==> src/hdl/reg_integrity_cfg.svh <==
`ifndef REG_INTEGRITY_CFG_SVH
`define REG_INTEGRITY_CFG_SVH

// Register offsets on the serial register port.
`define ADDR_STATUS        6'h00
`define ADDR_SETUP         6'h02
`define ADDR_CHECKSUM      6'h03
`define ADDR_RESULT        6'h04

// Interface setup register fields.
`define SETUP_RESET        16'h0000
`define SETUP_WR_MASK      16'h19ed
`define BIT_SHORT_WORD     0
`define BIT_CK_MODE_LO     2
`define BIT_CK_MODE_HI     3
`define BIT_CHECK_ENABLE   5
`define BIT_APPEND_STATUS  6

// Status byte fields.
`define BIT_STAT_READY_N   7
`define BIT_STAT_CONV_ERR  6
`define BIT_STAT_CRC_ERR   5
`define BIT_STAT_REG_ERR   4

// Reset values and checksum constants.
`define CHECKSUM_RESET     24'h000000
`define RESULT_RESET       24'h000000
`define CRC8_POLY          8'h07
`define CRC8_SEED          8'h00

`endif

==> src/hdl/reg_integrity_pkg.sv <==
package reg_integrity_pkg;

    typedef enum logic [1:0] {
        CK_OFF = 2'b00,
        CK_XOR = 2'b01,
        CK_CRC = 2'b10,
        CK_RSV = 2'b11
    } check_mode_t;

    typedef enum logic [0:0] {
        LK_IDLE = 1'b0,
        LK_HELD = 1'b1
    } lock_state_t;

endpackage : reg_integrity_pkg

==> src/hdl/register_integrity_and_result_access.sv <==
`timescale 1ns/1ns
`include "reg_integrity_cfg.svh"

module register_integrity_and_result_access
    import reg_integrity_pkg::*;
#(
    parameter int NUM_MON = 8
) (
    // Clock and reset.
    input  wire logic                   clk_sys,
    input  wire logic                   rst_n,
    // Register access from the serial port.
    input  wire logic                   regWrEn,
    input  wire logic                   regRdEn,
    input  wire logic [5:0]             regAddr,
    input  wire logic [15:0]            regWrData,
    input  wire logic [7:0]             regWrCheck,
    input  wire logic                   frameActive,
    // Read answer.
    output logic                        rdValid,
    output logic [31:0]                 rdData,
    output logic [2:0]                  rdBytes,
    output logic                        rdCheckOn,
    output logic [7:0]                  rdCheck,
    // Converter side.
    input  wire logic                   convValid,
    input  wire logic [23:0]            convData,
    input  wire logic [3:0]             convChannel,
    input  wire logic                   convError,
    input  wire logic                   polaritySelect,
    // Monitored user registers, entry k at bits [24k+23:24k].
    input  wire logic [NUM_MON*24-1:0]  monRegs,
    // Device state.
    output logic                        rdyN,
    output logic [15:0]                 setupWord
);

    // Refuse a monitored-register count that the fold and the bus cannot serve.
    if (NUM_MON < 1 || NUM_MON > 64) begin : g_bad_num_mon
        $error("NUM_MON must be between 1 and 64");
    end

    ////////////////////////////////////////////////////////////////////////////

    function automatic logic [7:0] crc8Byte(input logic [7:0] crc, input logic [7:0] din);
        logic [7:0] c;
        c = crc ^ din;
        for (int b = 0; b < 8; b++) begin
            c = c[7] ? ((c << 1) ^ `CRC8_POLY) : (c << 1);
        end
        return c;
    endfunction : crc8Byte

    // Checksum over the command byte and the low n data bytes, sent MSB first.
    function automatic logic [7:0] frameCheck(input logic       useXor,
                                              input logic [7:0] cmd,
                                              input logic [31:0] data,
                                              input logic [2:0] n);
        logic [7:0] acc;
        logic [7:0] bt;
        acc = useXor ? cmd : crc8Byte(`CRC8_SEED, cmd);
        for (int i = 0; i < 4; i++) begin
            bt = data[8*(3-i) +: 8];
            if (3'(i) >= 3'd4 - n) begin
                acc = useXor ? (acc ^ bt) : crc8Byte(acc, bt);
            end
        end
        return acc;
    endfunction : frameCheck

    ////////////////////////////////////////////////////////////////////////////

    logic [15:0]  setup_reg;
    logic [23:0]  ref_reg;
    logic         refValid_reg;
    logic         regErr_reg;
    logic         crcErr_reg;
    logic [23:0]  result_reg;
    logic         resultShort_reg;
    logic [3:0]   chan_reg;
    logic         convErr_reg;
    logic         rdyN_reg;
    logic [23:0]  pend_reg;
    logic [3:0]   pendChan_reg;
    logic         pendErr_reg;
    logic         pendValid_reg;
    logic         pendShort_reg;
    lock_state_t  lock_reg;
    lock_state_t  lock_next;

    // Fold of the monitored registers; setup, result and status never enter it.
    logic [23:0] xorChain [NUM_MON+1];
    assign xorChain[0] = `CHECKSUM_RESET;
    genvar k;
    generate
        for (k = 0; k < NUM_MON; k++) begin : g_fold
            assign xorChain[k+1] = xorChain[k] ^ monRegs[24*k +: 24];
        end
    endgenerate

    wire          checkEnable  = setup_reg[`BIT_CHECK_ENABLE];
    wire          appendStatus = setup_reg[`BIT_APPEND_STATUS];
    wire          shortWord    = setup_reg[`BIT_SHORT_WORD];
    check_mode_t  ckMode;
    assign ckMode = check_mode_t'(setup_reg[`BIT_CK_MODE_HI:`BIT_CK_MODE_LO]);
    wire          ckActive     = (ckMode == CK_XOR) || (ckMode == CK_CRC);
    wire [23:0]   xorNow       = xorChain[NUM_MON];
    wire [23:0]   checksumRead = checkEnable ? xorNow : `CHECKSUM_RESET;
    wire          mismatch     = checkEnable && refValid_reg && (xorNow != ref_reg);

    ////////////////////////////////////////////////////////////////////////////

    // Write acceptance: when protection is on, writes always carry a CRC byte.
    wire        setupHit   = (regAddr == `ADDR_SETUP);
    wire [7:0]  wrCmd      = {2'b00, regAddr};
    wire [7:0]  wrExpected = frameCheck(1'b0, wrCmd, {16'h0000, regWrData}, 3'd2);
    wire        wrCrcBad   = regWrEn && ckActive && (regWrCheck != wrExpected);
    wire        setupWrite = regWrEn && setupHit && !wrCrcBad;
    wire [15:0] setupNext  = regWrData & `SETUP_WR_MASK;
    wire        enableOff  = setupWrite && !setupNext[`BIT_CHECK_ENABLE];

    // Result coding and width as seen at load time.
    wire [23:0] codedBip   = {~convData[23], convData[22:0]};
    wire [23:0] codedUni   = convData[23] ? 24'h000000 : {convData[22:0], 1'b0};
    wire [23:0] codedFull  = polaritySelect ? codedUni : codedBip;
    wire [23:0] codedWord  = shortWord ? {8'h00, codedFull[23:8]} : codedFull;

    // Result lock around a read of the result register.
    wire        resultRead = regRdEn && (regAddr == `ADDR_RESULT);
    wire        unlocked   = (lock_reg == LK_IDLE) && !resultRead;
    wire        loadFresh  = convValid && unlocked;
    wire        loadPend   = !convValid && pendValid_reg && unlocked;
    wire        loadAny    = loadFresh || loadPend;
    wire        holdConv   = convValid && !unlocked;
    wire        statusRead = regRdEn && (regAddr == `ADDR_STATUS);

    always_comb begin
        lock_next = lock_reg;
        case (lock_reg)
            LK_IDLE: begin
                if (resultRead) begin
                    lock_next = LK_HELD;
                end
            end
            LK_HELD: begin
                if (!frameActive && !resultRead) begin
                    lock_next = LK_IDLE;
                end
            end
            default: begin
                lock_next = LK_IDLE;
            end
        endcase
    end

    ////////////////////////////////////////////////////////////////////////////

    // Read answer assembly.
    wire [7:0]  statusByte = {rdyN_reg, convErr_reg, crcErr_reg, regErr_reg, chan_reg};
    wire [23:0] resultWord = resultShort_reg ? {8'h00, result_reg[15:0]} : result_reg;
    wire [2:0]  resultLen  = resultShort_reg ? 3'd2 : 3'd3;
    logic [31:0] ansData;
    logic [2:0]  ansLen;

    always_comb begin
        ansData = 32'h00000000;
        ansLen  = 3'd1;
        case (regAddr)
            `ADDR_STATUS: begin
                ansData = {24'h000000, statusByte};
                ansLen  = 3'd1;
            end
            `ADDR_SETUP: begin
                ansData = {16'h0000, setup_reg};
                ansLen  = 3'd2;
            end
            `ADDR_CHECKSUM: begin
                ansData = {8'h00, checksumRead};
                ansLen  = 3'd3;
            end
            `ADDR_RESULT: begin
                if (appendStatus) begin
                    ansData = resultShort_reg ? {8'h00, resultWord[15:0], statusByte}
                                              : {resultWord, statusByte};
                    ansLen  = resultLen + 3'd1;
                end else begin
                    ansData = {8'h00, resultWord};
                    ansLen  = resultLen;
                end
            end
            default: begin
                ansData = 32'h00000000;
                ansLen  = 3'd1;
            end
        endcase
    end

    wire [7:0] rdCmd   = {2'b01, regAddr};
    wire [7:0] ansChk  = frameCheck(ckMode == CK_XOR, rdCmd, ansData, ansLen);

    ////////////////////////////////////////////////////////////////////////////

    always_ff @(posedge clk_sys) begin
        if (!rst_n) begin
            setup_reg <= `SETUP_RESET;
        end else if (setupWrite) begin
            setup_reg <= setupNext;
        end
    end

    // Reference is taken one cycle after enable; the host must have finished
    // configuration by then, or the reference captures a half-set map.
    always_ff @(posedge clk_sys) begin
        if (!rst_n) begin
            ref_reg      <= `CHECKSUM_RESET;
            refValid_reg <= 1'b0;
        end else if (!checkEnable) begin
            ref_reg      <= `CHECKSUM_RESET;
            refValid_reg <= 1'b0;
        end else if (!refValid_reg) begin
            ref_reg      <= xorNow;
            refValid_reg <= 1'b1;
        end
    end

    always_ff @(posedge clk_sys) begin
        if (!rst_n) begin
            regErr_reg <= 1'b0;
        end else if (mismatch) begin
            regErr_reg <= 1'b1;
        end else if (enableOff || !checkEnable) begin
            regErr_reg <= 1'b0;
        end
    end

    // A CRC failure in the same cycle as a status read stays set.
    always_ff @(posedge clk_sys) begin
        if (!rst_n) begin
            crcErr_reg <= 1'b0;
        end else if (wrCrcBad) begin
            crcErr_reg <= 1'b1;
        end else if (statusRead) begin
            crcErr_reg <= 1'b0;
        end
    end

    always_ff @(posedge clk_sys) begin
        if (!rst_n) begin
            lock_reg <= LK_IDLE;
        end else begin
            lock_reg <= lock_next;
        end
    end

    // A result arriving during a locked read waits here, coded at arrival.
    always_ff @(posedge clk_sys) begin
        if (!rst_n) begin
            pend_reg      <= `RESULT_RESET;
            pendChan_reg  <= 4'h0;
            pendErr_reg   <= 1'b0;
            pendValid_reg <= 1'b0;
            pendShort_reg <= 1'b0;
        end else if (holdConv) begin
            pend_reg      <= codedWord;
            pendShort_reg <= shortWord;
            pendChan_reg  <= convChannel;
            pendErr_reg   <= convError;
            pendValid_reg <= 1'b1;
        end else if (loadPend) begin
            pendValid_reg <= 1'b0;
        end
    end

    // Width is latched with each result so a setup write never reshapes it.
    always_ff @(posedge clk_sys) begin
        if (!rst_n) begin
            result_reg      <= `RESULT_RESET;
            resultShort_reg <= 1'b0;
            chan_reg        <= 4'h0;
            convErr_reg     <= 1'b0;
        end else if (loadFresh) begin
            result_reg      <= codedWord;
            resultShort_reg <= shortWord;
            chan_reg        <= convChannel;
            convErr_reg     <= convError;
        end else if (loadPend) begin
            result_reg      <= pend_reg;
            resultShort_reg <= pendShort_reg;
            chan_reg        <= pendChan_reg;
            convErr_reg     <= pendErr_reg;
        end
    end

    always_ff @(posedge clk_sys) begin
        if (!rst_n) begin
            rdyN_reg <= 1'b1;
        end else if (resultRead) begin
            rdyN_reg <= 1'b1;
        end else if (loadAny) begin
            rdyN_reg <= 1'b0;
        end
    end

    always_ff @(posedge clk_sys) begin
        if (!rst_n) begin
            rdValid   <= 1'b0;
            rdData    <= 32'h00000000;
            rdBytes   <= 3'd0;
            rdCheckOn <= 1'b0;
            rdCheck   <= 8'h00;
        end else begin
            rdValid   <= regRdEn;
            rdData    <= regRdEn ? ansData : rdData;
            rdBytes   <= regRdEn ? ansLen : rdBytes;
            rdCheckOn <= regRdEn ? ckActive : rdCheckOn;
            rdCheck   <= regRdEn ? (ckActive ? ansChk : 8'h00) : rdCheck;
        end
    end

    always_ff @(posedge clk_sys) begin
        if (!rst_n) begin
            rdyN      <= 1'b1;
            setupWord <= `SETUP_RESET;
        end else begin
            rdyN      <= (resultRead || (rdyN_reg && !loadAny)) ? 1'b1 : 1'b0;
            setupWord <= setupWrite ? setupNext : setup_reg;
        end
    end

endmodule : register_integrity_and_result_access

==> config.mk <==
export PLATFORM = sky130hd
export DESIGN_NAME = register_integrity_and_result_access
export DESIGN_NICKNAME = d
export VERILOG_FILES = /design/src/hdl/reg_integrity_pkg.sv /design/src/hdl/register_integrity_and_result_access.sv
export VERILOG_INCLUDE_DIRS = /design/src /design/src/hdl
export SDC_FILE = /design/constraint.sdc
export NUM_CORES = 1
export LEC_CHECK = 0
export BUFFER_PORTS_ARGS = -buffer_cell sky130_fd_sc_hd__buf_2
export CAP_MARGIN = 25
export CORE_ASPECT_RATIO = 1.75
export CORE_MARGIN = 2
export CORE_UTILIZATION = 30
export DETAILED_ROUTE_END_ITERATION = 8
export GPL_ROUTABILITY_DRIVEN = 0
export HOLD_SLACK_MARGIN = 0.08
export PLACE_DENSITY = 0.54
export SYNTH_ARGS = -nofsm -noshare
export SYNTH_HDL_FRONTEND = slang
export SYNTH_SLANG_ARGS = --single-unit
==> constraint.sdc <==
create_clock -name clk_sys -period 17.6 [get_ports clk_sys]
set_input_delay 1.76 -clock clk_sys [delete_from_list [all_inputs] [get_ports clk_sys]]
set_output_delay 1.76 -clock clk_sys [all_outputs]
set_load 0.1 [all_outputs]
# Yosys cells after proc, flatten, opt, wreduce, memory -nomap -nowiden
# Index checks and enable logic that the tools add are counted.
# op_classes
add_sub_neg	2
n_lt_le_gt_ge	4
n_eq_ne	7
mux	100
bitwise	76
n_reduce_logical	35
# ops
operator	count
$mux W3	61
$not A3 Y3	60
$mux W24	7
$xor A24 B24 Y24	7
$pmux W32 S4	1
$mux W8	10
$mux W32	2
$xor A8 B8 Y8	6
$ne A24 B24 Y1	1
$logic_and A1 B1 Y1	16
$mux W1	15
$eq A6 B2 Y1 const B	2
$pmux W3 S3	1
$logic_not A1 Y1	8
$mux W4	2
$ne A8 B8 Y1	1
$reduce_bool A2 Y1	4
$eq A6 B3 Y1 const B	1
$ge A1 B3 Y1 const A	2
$ge A2 B3 Y1 const A	2
$logic_not A6 Y1	1
$logic_or A1 B1 Y1	4
$add A2 B1 Y3 const B	1
$not A1 Y1	3
other kinds (6)	6
# word_totals
reg_bits	145
input_bits	258

# Logic depth before layout (Yosys ltp)
# logic_depth
ltp_word	91
mapped_depth	25
ltp_nobuf	22

# Worst setup path before layout
# OpenSTA, ideal clock, no wires.
# synth_path
path_type	input-to-reg
start	in regAddr[3]
end	reg rdCheck[1]
arrival_time_ns	7.131
required_time_ns	17.538
setup_slack_ns	10.407
cell_stages	23
n_path_buf	2
cell_sequence	buf_2 > inv_1 > ha_1 > nand2_1 > or3b_2 > a21boi_0 > ha_1 > a41oi_1 > clkbuf_1 > or3_1 > mux2i_1 > xnor3_2 > xor2_1 > xnor2_1 > or3_4 > and4_4 > or2_1 > a21oi_1 > mux2_2 > a31oi_4 > xnor2_1 > or4_1 > nand3_1
# synth_between
elab_chain_len	35
elab_cells_between_ends	79
cone_classes	add/sub: 1; order compare: 4; eq/ne: 3; mux: 41; bitwise: 29; reduce/logical: 1
# synth_lines
item	line	source
start, declared	register_integrity_and_result_access.sv:15	input wire logic [5:0] regAddr,
parallel branches: the longest is 33 deep, another holds $sub A3 B3 Y3	--	
$mux W8 *	register_integrity_and_result_access.sv:64	if (3'(i) >= 3'd4 - n) begin
$mux W8 *	register_integrity_and_result_access.sv:316	rdCheck <= regRdEn ? (ckActive ? ansChk : 8'h00) : rdCheck;
end signal, assigned	register_integrity_and_result_access.sv:316	
end, declared	register_integrity_and_result_access.sv:24	output logic [7:0] rdCheck,
# Mark *: on every way between the ends.
# A chain may end at the register's enable or synchronous reset.

# Worst setup path in the final report
# layout_path
start	in regAddr[0]
end	reg rdCheck[3]
# layout_between
elab_chain_len	35
elab_cells_between_ends	79
cone_classes	add/sub: 1; order compare: 4; eq/ne: 3; mux: 40; bitwise: 30; reduce/logical: 1
# layout_lines
item	line
parallel branches: the longest is 33 deep, another holds $sub A3 B3 Y3	--
$mux W8 *	register_integrity_and_result_access.sv:64
$mux W8 *	register_integrity_and_result_access.sv:316
# Marked as above.

==> flow_summary.html <==
<table>
<tr><th>Metric</th><th>Value</th></tr>
<tr><th colspan="2">Global routing</th></tr>
<tr><td>Maximum number of pins on one net before global-route repair</td><td>97</td></tr>
<tr><td>Combined global-route utilization of all metal layers</td><td>20.0%</td></tr>
<tr><td>Number of global-route vias before repair</td><td>11100</td></tr>
<tr><td>Overflow left after global routing</td><td>0</td></tr>
<tr><td>Initial antenna violation count</td><td>0</td></tr>
<tr><td>Wire length of the first global-routing pass</td><td>63500 um</td></tr>
<tr><th colspan="2">Timing</th></tr>
<tr><td>Unrepaired setup endpoints after global routing</td><td>no</td></tr>
<tr><td>Worst Setup Slack, final</td><td>9.59 ns</td></tr>
<tr><td>Timing-limited maximum frequency</td><td>0.125 GHz</td></tr>
<tr><td>Relative slew margins</td><td>21.1%</td></tr>
<tr><td>Endpoints failing hold</td><td>0</td></tr>
<tr><td>Final Skew</td><td>0.0147 ns</td></tr>
<tr><td>Period minus WS final</td><td>8.01 ns</td></tr>
<tr><td>Ratio of final minimum period to clock period</td><td>45.5%</td></tr>
<tr><td>Setup violation total in the final timing report</td><td>0</td></tr>
<tr><td>Aggregate negative setup slack</td><td>0 ns</td></tr>
<tr><td>Slew at the pin with the worst max-slew slack</td><td>1.18 ns</td></tr>
<tr><td>Hold slack</td><td>0.466 ns</td></tr>
<tr><td>Max-slew violation count</td><td>0</td></tr>
<tr><th colspan="2">Layout</th></tr>
<tr><td>Post-route cell area</td><td>14300 sq um</td></tr>
<tr><td>Final core area utilization</td><td>37.0%</td></tr>
<tr><td>Fraction of layout instances using a drive strength above 1</td><td>23.8%</td></tr>
<tr><td>Number of standard cells in the layout, taps in and fillers out</td><td>2174</td></tr>
<tr><td>Number of filler instances in the final layout</td><td>4123</td></tr>
<tr><td>Relative area change from synthesis to final layout</td><td>21.4%</td></tr>
<tr><td>Antenna diode count</td><td>0</td></tr>
<tr><td>Max reg flops</td><td>32</td></tr>
<tr><td>Final net count</td><td>1946</td></tr>
<tr><td>Largest Register</td><td>rdData</td></tr>
<tr><th colspan="2">Detailed routing</th></tr>
<tr><td>Routed length per placed instance</td><td>19.6 um</td></tr>
<tr><td>First-iteration detailed-routing DRC count</td><td>730</td></tr>
<tr><td>Remaining antenna violation count</td><td>0</td></tr>
<tr><td>Total wire length after detailed routing</td><td>42600 um</td></tr>
<tr><td>DRC violation count after routing</td><td>0</td></tr>
<tr><td>Number of search-and-repair iterations in the first detailed-routing pass</td><td>8</td></tr>
<tr><td>Via density per instance</td><td>5.26</td></tr>
<tr><td>Vias</td><td>11400</td></tr>
<tr><th colspan="2">Clock tree</th></tr>
<tr><td>H-Tree Level Count</td><td>4</td></tr>
<tr><td>Post-CTS setup repair buffer count</td><td>0</td></tr>
<tr><td>Hold-fix buffers at CTS</td><td>0</td></tr>
<tr><td>Clock sinks</td><td>145</td></tr>
<tr><td>Post_cts resized</td><td>0</td></tr>
<tr><td>Root Buffer Master</td><td>sky130_fd_sc_hd__clkbuf_16</td></tr>
<tr><td>Clock-pin slew reported for the worst setup and hold paths after clock tree synthesis</td><td>0.07 ns</td></tr>
<tr><td>Clock latency of the later-clocked register in the worst-skew pair</td><td>0.45 ns</td></tr>
<tr><td>Clock tree from TritonCTS</td><td>yes</td></tr>
<tr><td>Num CTS Buffers</td><td>17</td></tr>
<tr><td>Deepest clock path buffer count</td><td>2</td></tr>
<tr><th colspan="2">Critical path</th></tr>
<tr><td>Critical path start-end classification</td><td>input port to flop</td></tr>
<tr><td>Required time of the worst setup path</td><td>17.98 ns</td></tr>
<tr><td>Sort of element at the start of the critical path</td><td>input port</td></tr>
<tr><td>Arrival @ worst endpoint</td><td>8.39 ns</td></tr>
<tr><td>Critical path endpoint category</td><td>flop</td></tr>
<tr><td>Peak fanout along the critical path</td><td>12</td></tr>
<tr><th colspan="2">Floorplanning</th></tr>
<tr><td>Area of the die</td><td>40800 sq um</td></tr>
<tr><td>Die height</td><td>266 um</td></tr>
<tr><td>Number of core rows</td><td>95</td></tr>
<tr><td>Initial Util</td><td>30.5%</td></tr>
<tr><td>Total core area</td><td>38500 sq um</td></tr>
<tr><td>Floorplan die width</td><td>154 um</td></tr>
<tr><td># IOs</td><td>320</td></tr>
<tr><th colspan="2">Logic synthesis</th></tr>
<tr><td>Commonest cells post-synth</td><td>sky130_fd_sc_hd__xnor2_1, sky130_fd_sc_hd__nand2_1, sky130_fd_sc_hd__dfxtp_1</td></tr>
<tr><td>Sequential element share of the synthesized area</td><td>24.7%</td></tr>
<tr><td>Total standard cell area after synthesis</td><td>11700 sq um</td></tr>
<tr><td>Post-synth top area share</td><td>24.7%</td></tr>
<tr><td>Largest cells by area after synthesis</td><td>sky130_fd_sc_hd__dfxtp_1, sky130_fd_sc_hd__xnor2_1, sky130_fd_sc_hd__xor2_1</td></tr>
<tr><td>Top-count cell post-synth</td><td>sky130_fd_sc_hd__xnor2_1</td></tr>
<tr><td>Seq cells post-synth</td><td>145</td></tr>
<tr><td>Number of enable-type register cells in the synthesized netlist</td><td>0</td></tr>
<tr><td>Post-synth cell types</td><td>91</td></tr>
<tr><td>Proportion of synthesized flip-flops having asynchronous set or reset</td><td>0%</td></tr>
<tr><td>Post-Syn Area per Cell</td><td>8.29 sq um</td></tr>
<tr><td>Count of synthesis-stage warnings from yosys</td><td>0</td></tr>
<tr><td>Library cell occupying the most area in the post-synthesis netlist</td><td>sky130_fd_sc_hd__dfxtp_1</td></tr>
<tr><td>Post-synthesis cell count</td><td>1418</td></tr>
<tr><td>Dominant synthesized flop cell</td><td>sky130_fd_sc_hd__dfxtp_1</td></tr>
<tr><th colspan="2">Pwr</th></tr>
<tr><td>Static Leak</td><td>6.13 nW</td></tr>
<tr><td>Power density over the cells</td><td>81.5 nW/um^2</td></tr>
<tr><td>Overall power consumption</td><td>1.16 mW</td></tr>
<tr><td>Max IR drop VDD</td><td>0.0000524 V</td></tr>
<tr><th colspan="2">Placed design</th></tr>
<tr><td>IO Port Bufs</td><td>312</td></tr>
<tr><td>Number of placed instances, taps included</td><td>2142</td></tr>
<tr><td>Place WS</td><td>9.28 ns</td></tr>
<tr><td>Half-perimeter wire length after placement</td><td>34400 um</td></tr>
<tr><td>Placed cell area</td><td>13700 sq um</td></tr>
<tr><th colspan="2">Run status</th></tr>
<tr><td>Status</td><td>complete, no violations</td></tr>
<tr><th colspan="2">Worst hold path</th></tr>
<tr><td>Class of the worst hold path</td><td>flop to flop</td></tr>
<tr><th colspan="2">Job</th></tr>
<tr><td>Max_cap viols</td><td>0</td></tr>
</table>
layer usage:
| layer | wire (um) | track usage (%) | vias to the layer above | share of wire [%] |
|---|---|---|---|---|
| met5 | 0 | 0 | - | 0 |
| li1 | - | - | 5537 | - |
| met3 | 2010 | 3.22 | 99 | 4.7 |
| met2 | 22000 | 35.6 | 408 | 52 |
| met4 | 2200 | 10.8 | 0 | 5.2 |
| met1 | 16400 | 22.6 | 5389 | 38 |
critical path, cell delays in order:
cell,delay (ns)
sky130_fd_sc_hd__buf_2,0.15
sky130_fd_sc_hd__inv_1,0.19
sky130_fd_sc_hd__ha_1,0.27
sky130_fd_sc_hd__nand2_1,0.14
sky130_fd_sc_hd__or3b_2,0.45
sky130_fd_sc_hd__a21boi_0,0.50
sky130_fd_sc_hd__ha_1,0.30
sky130_fd_sc_hd__xor2_1,0.76
sky130_fd_sc_hd__nand4_1,0.21
sky130_fd_sc_hd__xnor2_1,0.18
sky130_fd_sc_hd__mux2i_1,0.51
sky130_fd_sc_hd__xor2_1,0.24
sky130_fd_sc_hd__xnor3_1,0.40
sky130_fd_sc_hd__o21ai_0,0.19
sky130_fd_sc_hd__nand3_1,0.20
sky130_fd_sc_hd__xnor2_1,0.42
sky130_fd_sc_hd__nand2_1,0.13
sky130_fd_sc_hd__o2111ai_1,0.37
sky130_fd_sc_hd__o21ai_1,0.27
sky130_fd_sc_hd__a2111oi_0,0.53
sky130_fd_sc_hd__o21bai_1,0.13
sky130_fd_sc_hd__nand3_1,0.09
final cells by class:
type	instances	area (sq um)	area share, %
clock buffer	19	433	3.03
clock inverter	13	154	1.08
timing repair buffer	329	1700	11.9
sequential	145	2900	20.3
tap	485	607	4.25
multi-input combinational	1162	8390	58.8
inverter	21	78.8	0.553
logic make-up (layout without fill, tap and decap cells):
logic type	after synthesis	count (layout)	share of synthesized area, %
compound gates	308	308	19.9
xor+xnor	309	309	24.3
fa+ha+maj	12	12	1.28
buf+inv	117	382	4.10
flops	145	145	24.7
mux	70	70	6.16
other cells	1	7	0.0319
simple gates	456	456	19.4
report_power, final:
part,switching (mW),internal [mW]
sequential,0.00773,0.337
combinational,0.268,0.183
clock,0.156,0.212
total,0.432,0.731
worst paths after layout:
path,start,cells after the start,to,slack (ns)
max reg2reg,resultShort_reg$_SDFFE_PN0P_,20,rdCheck[3]$_SDFFE_PN0P_,10.87
min,pend_reg[1]$_SDFFE_PN0P_,2,pend_reg[1]$_SDFFE_PN0P_,0.47
min reg2reg,pend_reg[1]$_SDFFE_PN0P_,2,pend_reg[1]$_SDFFE_PN0P_,0.47
max,regAddr[0],22,rdCheck[3]$_SDFFE_PN0P_,9.59
layout by cell type (no fill, tap or decap), drive strengths merged, types with 11 or more instances in the layout:
master / synthesis / final
a21oi: 56 / 56
xor2: 75 / 75
dfxtp: 145 / 145
and3: 11 / 11
nor3b: 18 / 18
xnor2: 224 / 224
buf: 32 / 329
inv: 21 / 26
nor2b: 25 / 25
clkbuf: 64 / 19
o21ai: 38 / 38
a31oi: 11 / 11
ha: 12 / 12
nor2: 90 / 90
or3: 15 / 15
a22oi: 19 / 19
nor4: 17 / 17
o211a: 45 / 45
nor3: 21 / 21
a21boi: 40 / 40
nand3: 57 / 57
mux2i: 64 / 64
nand2: 146 / 146
(Power assumes the default switching activity.)
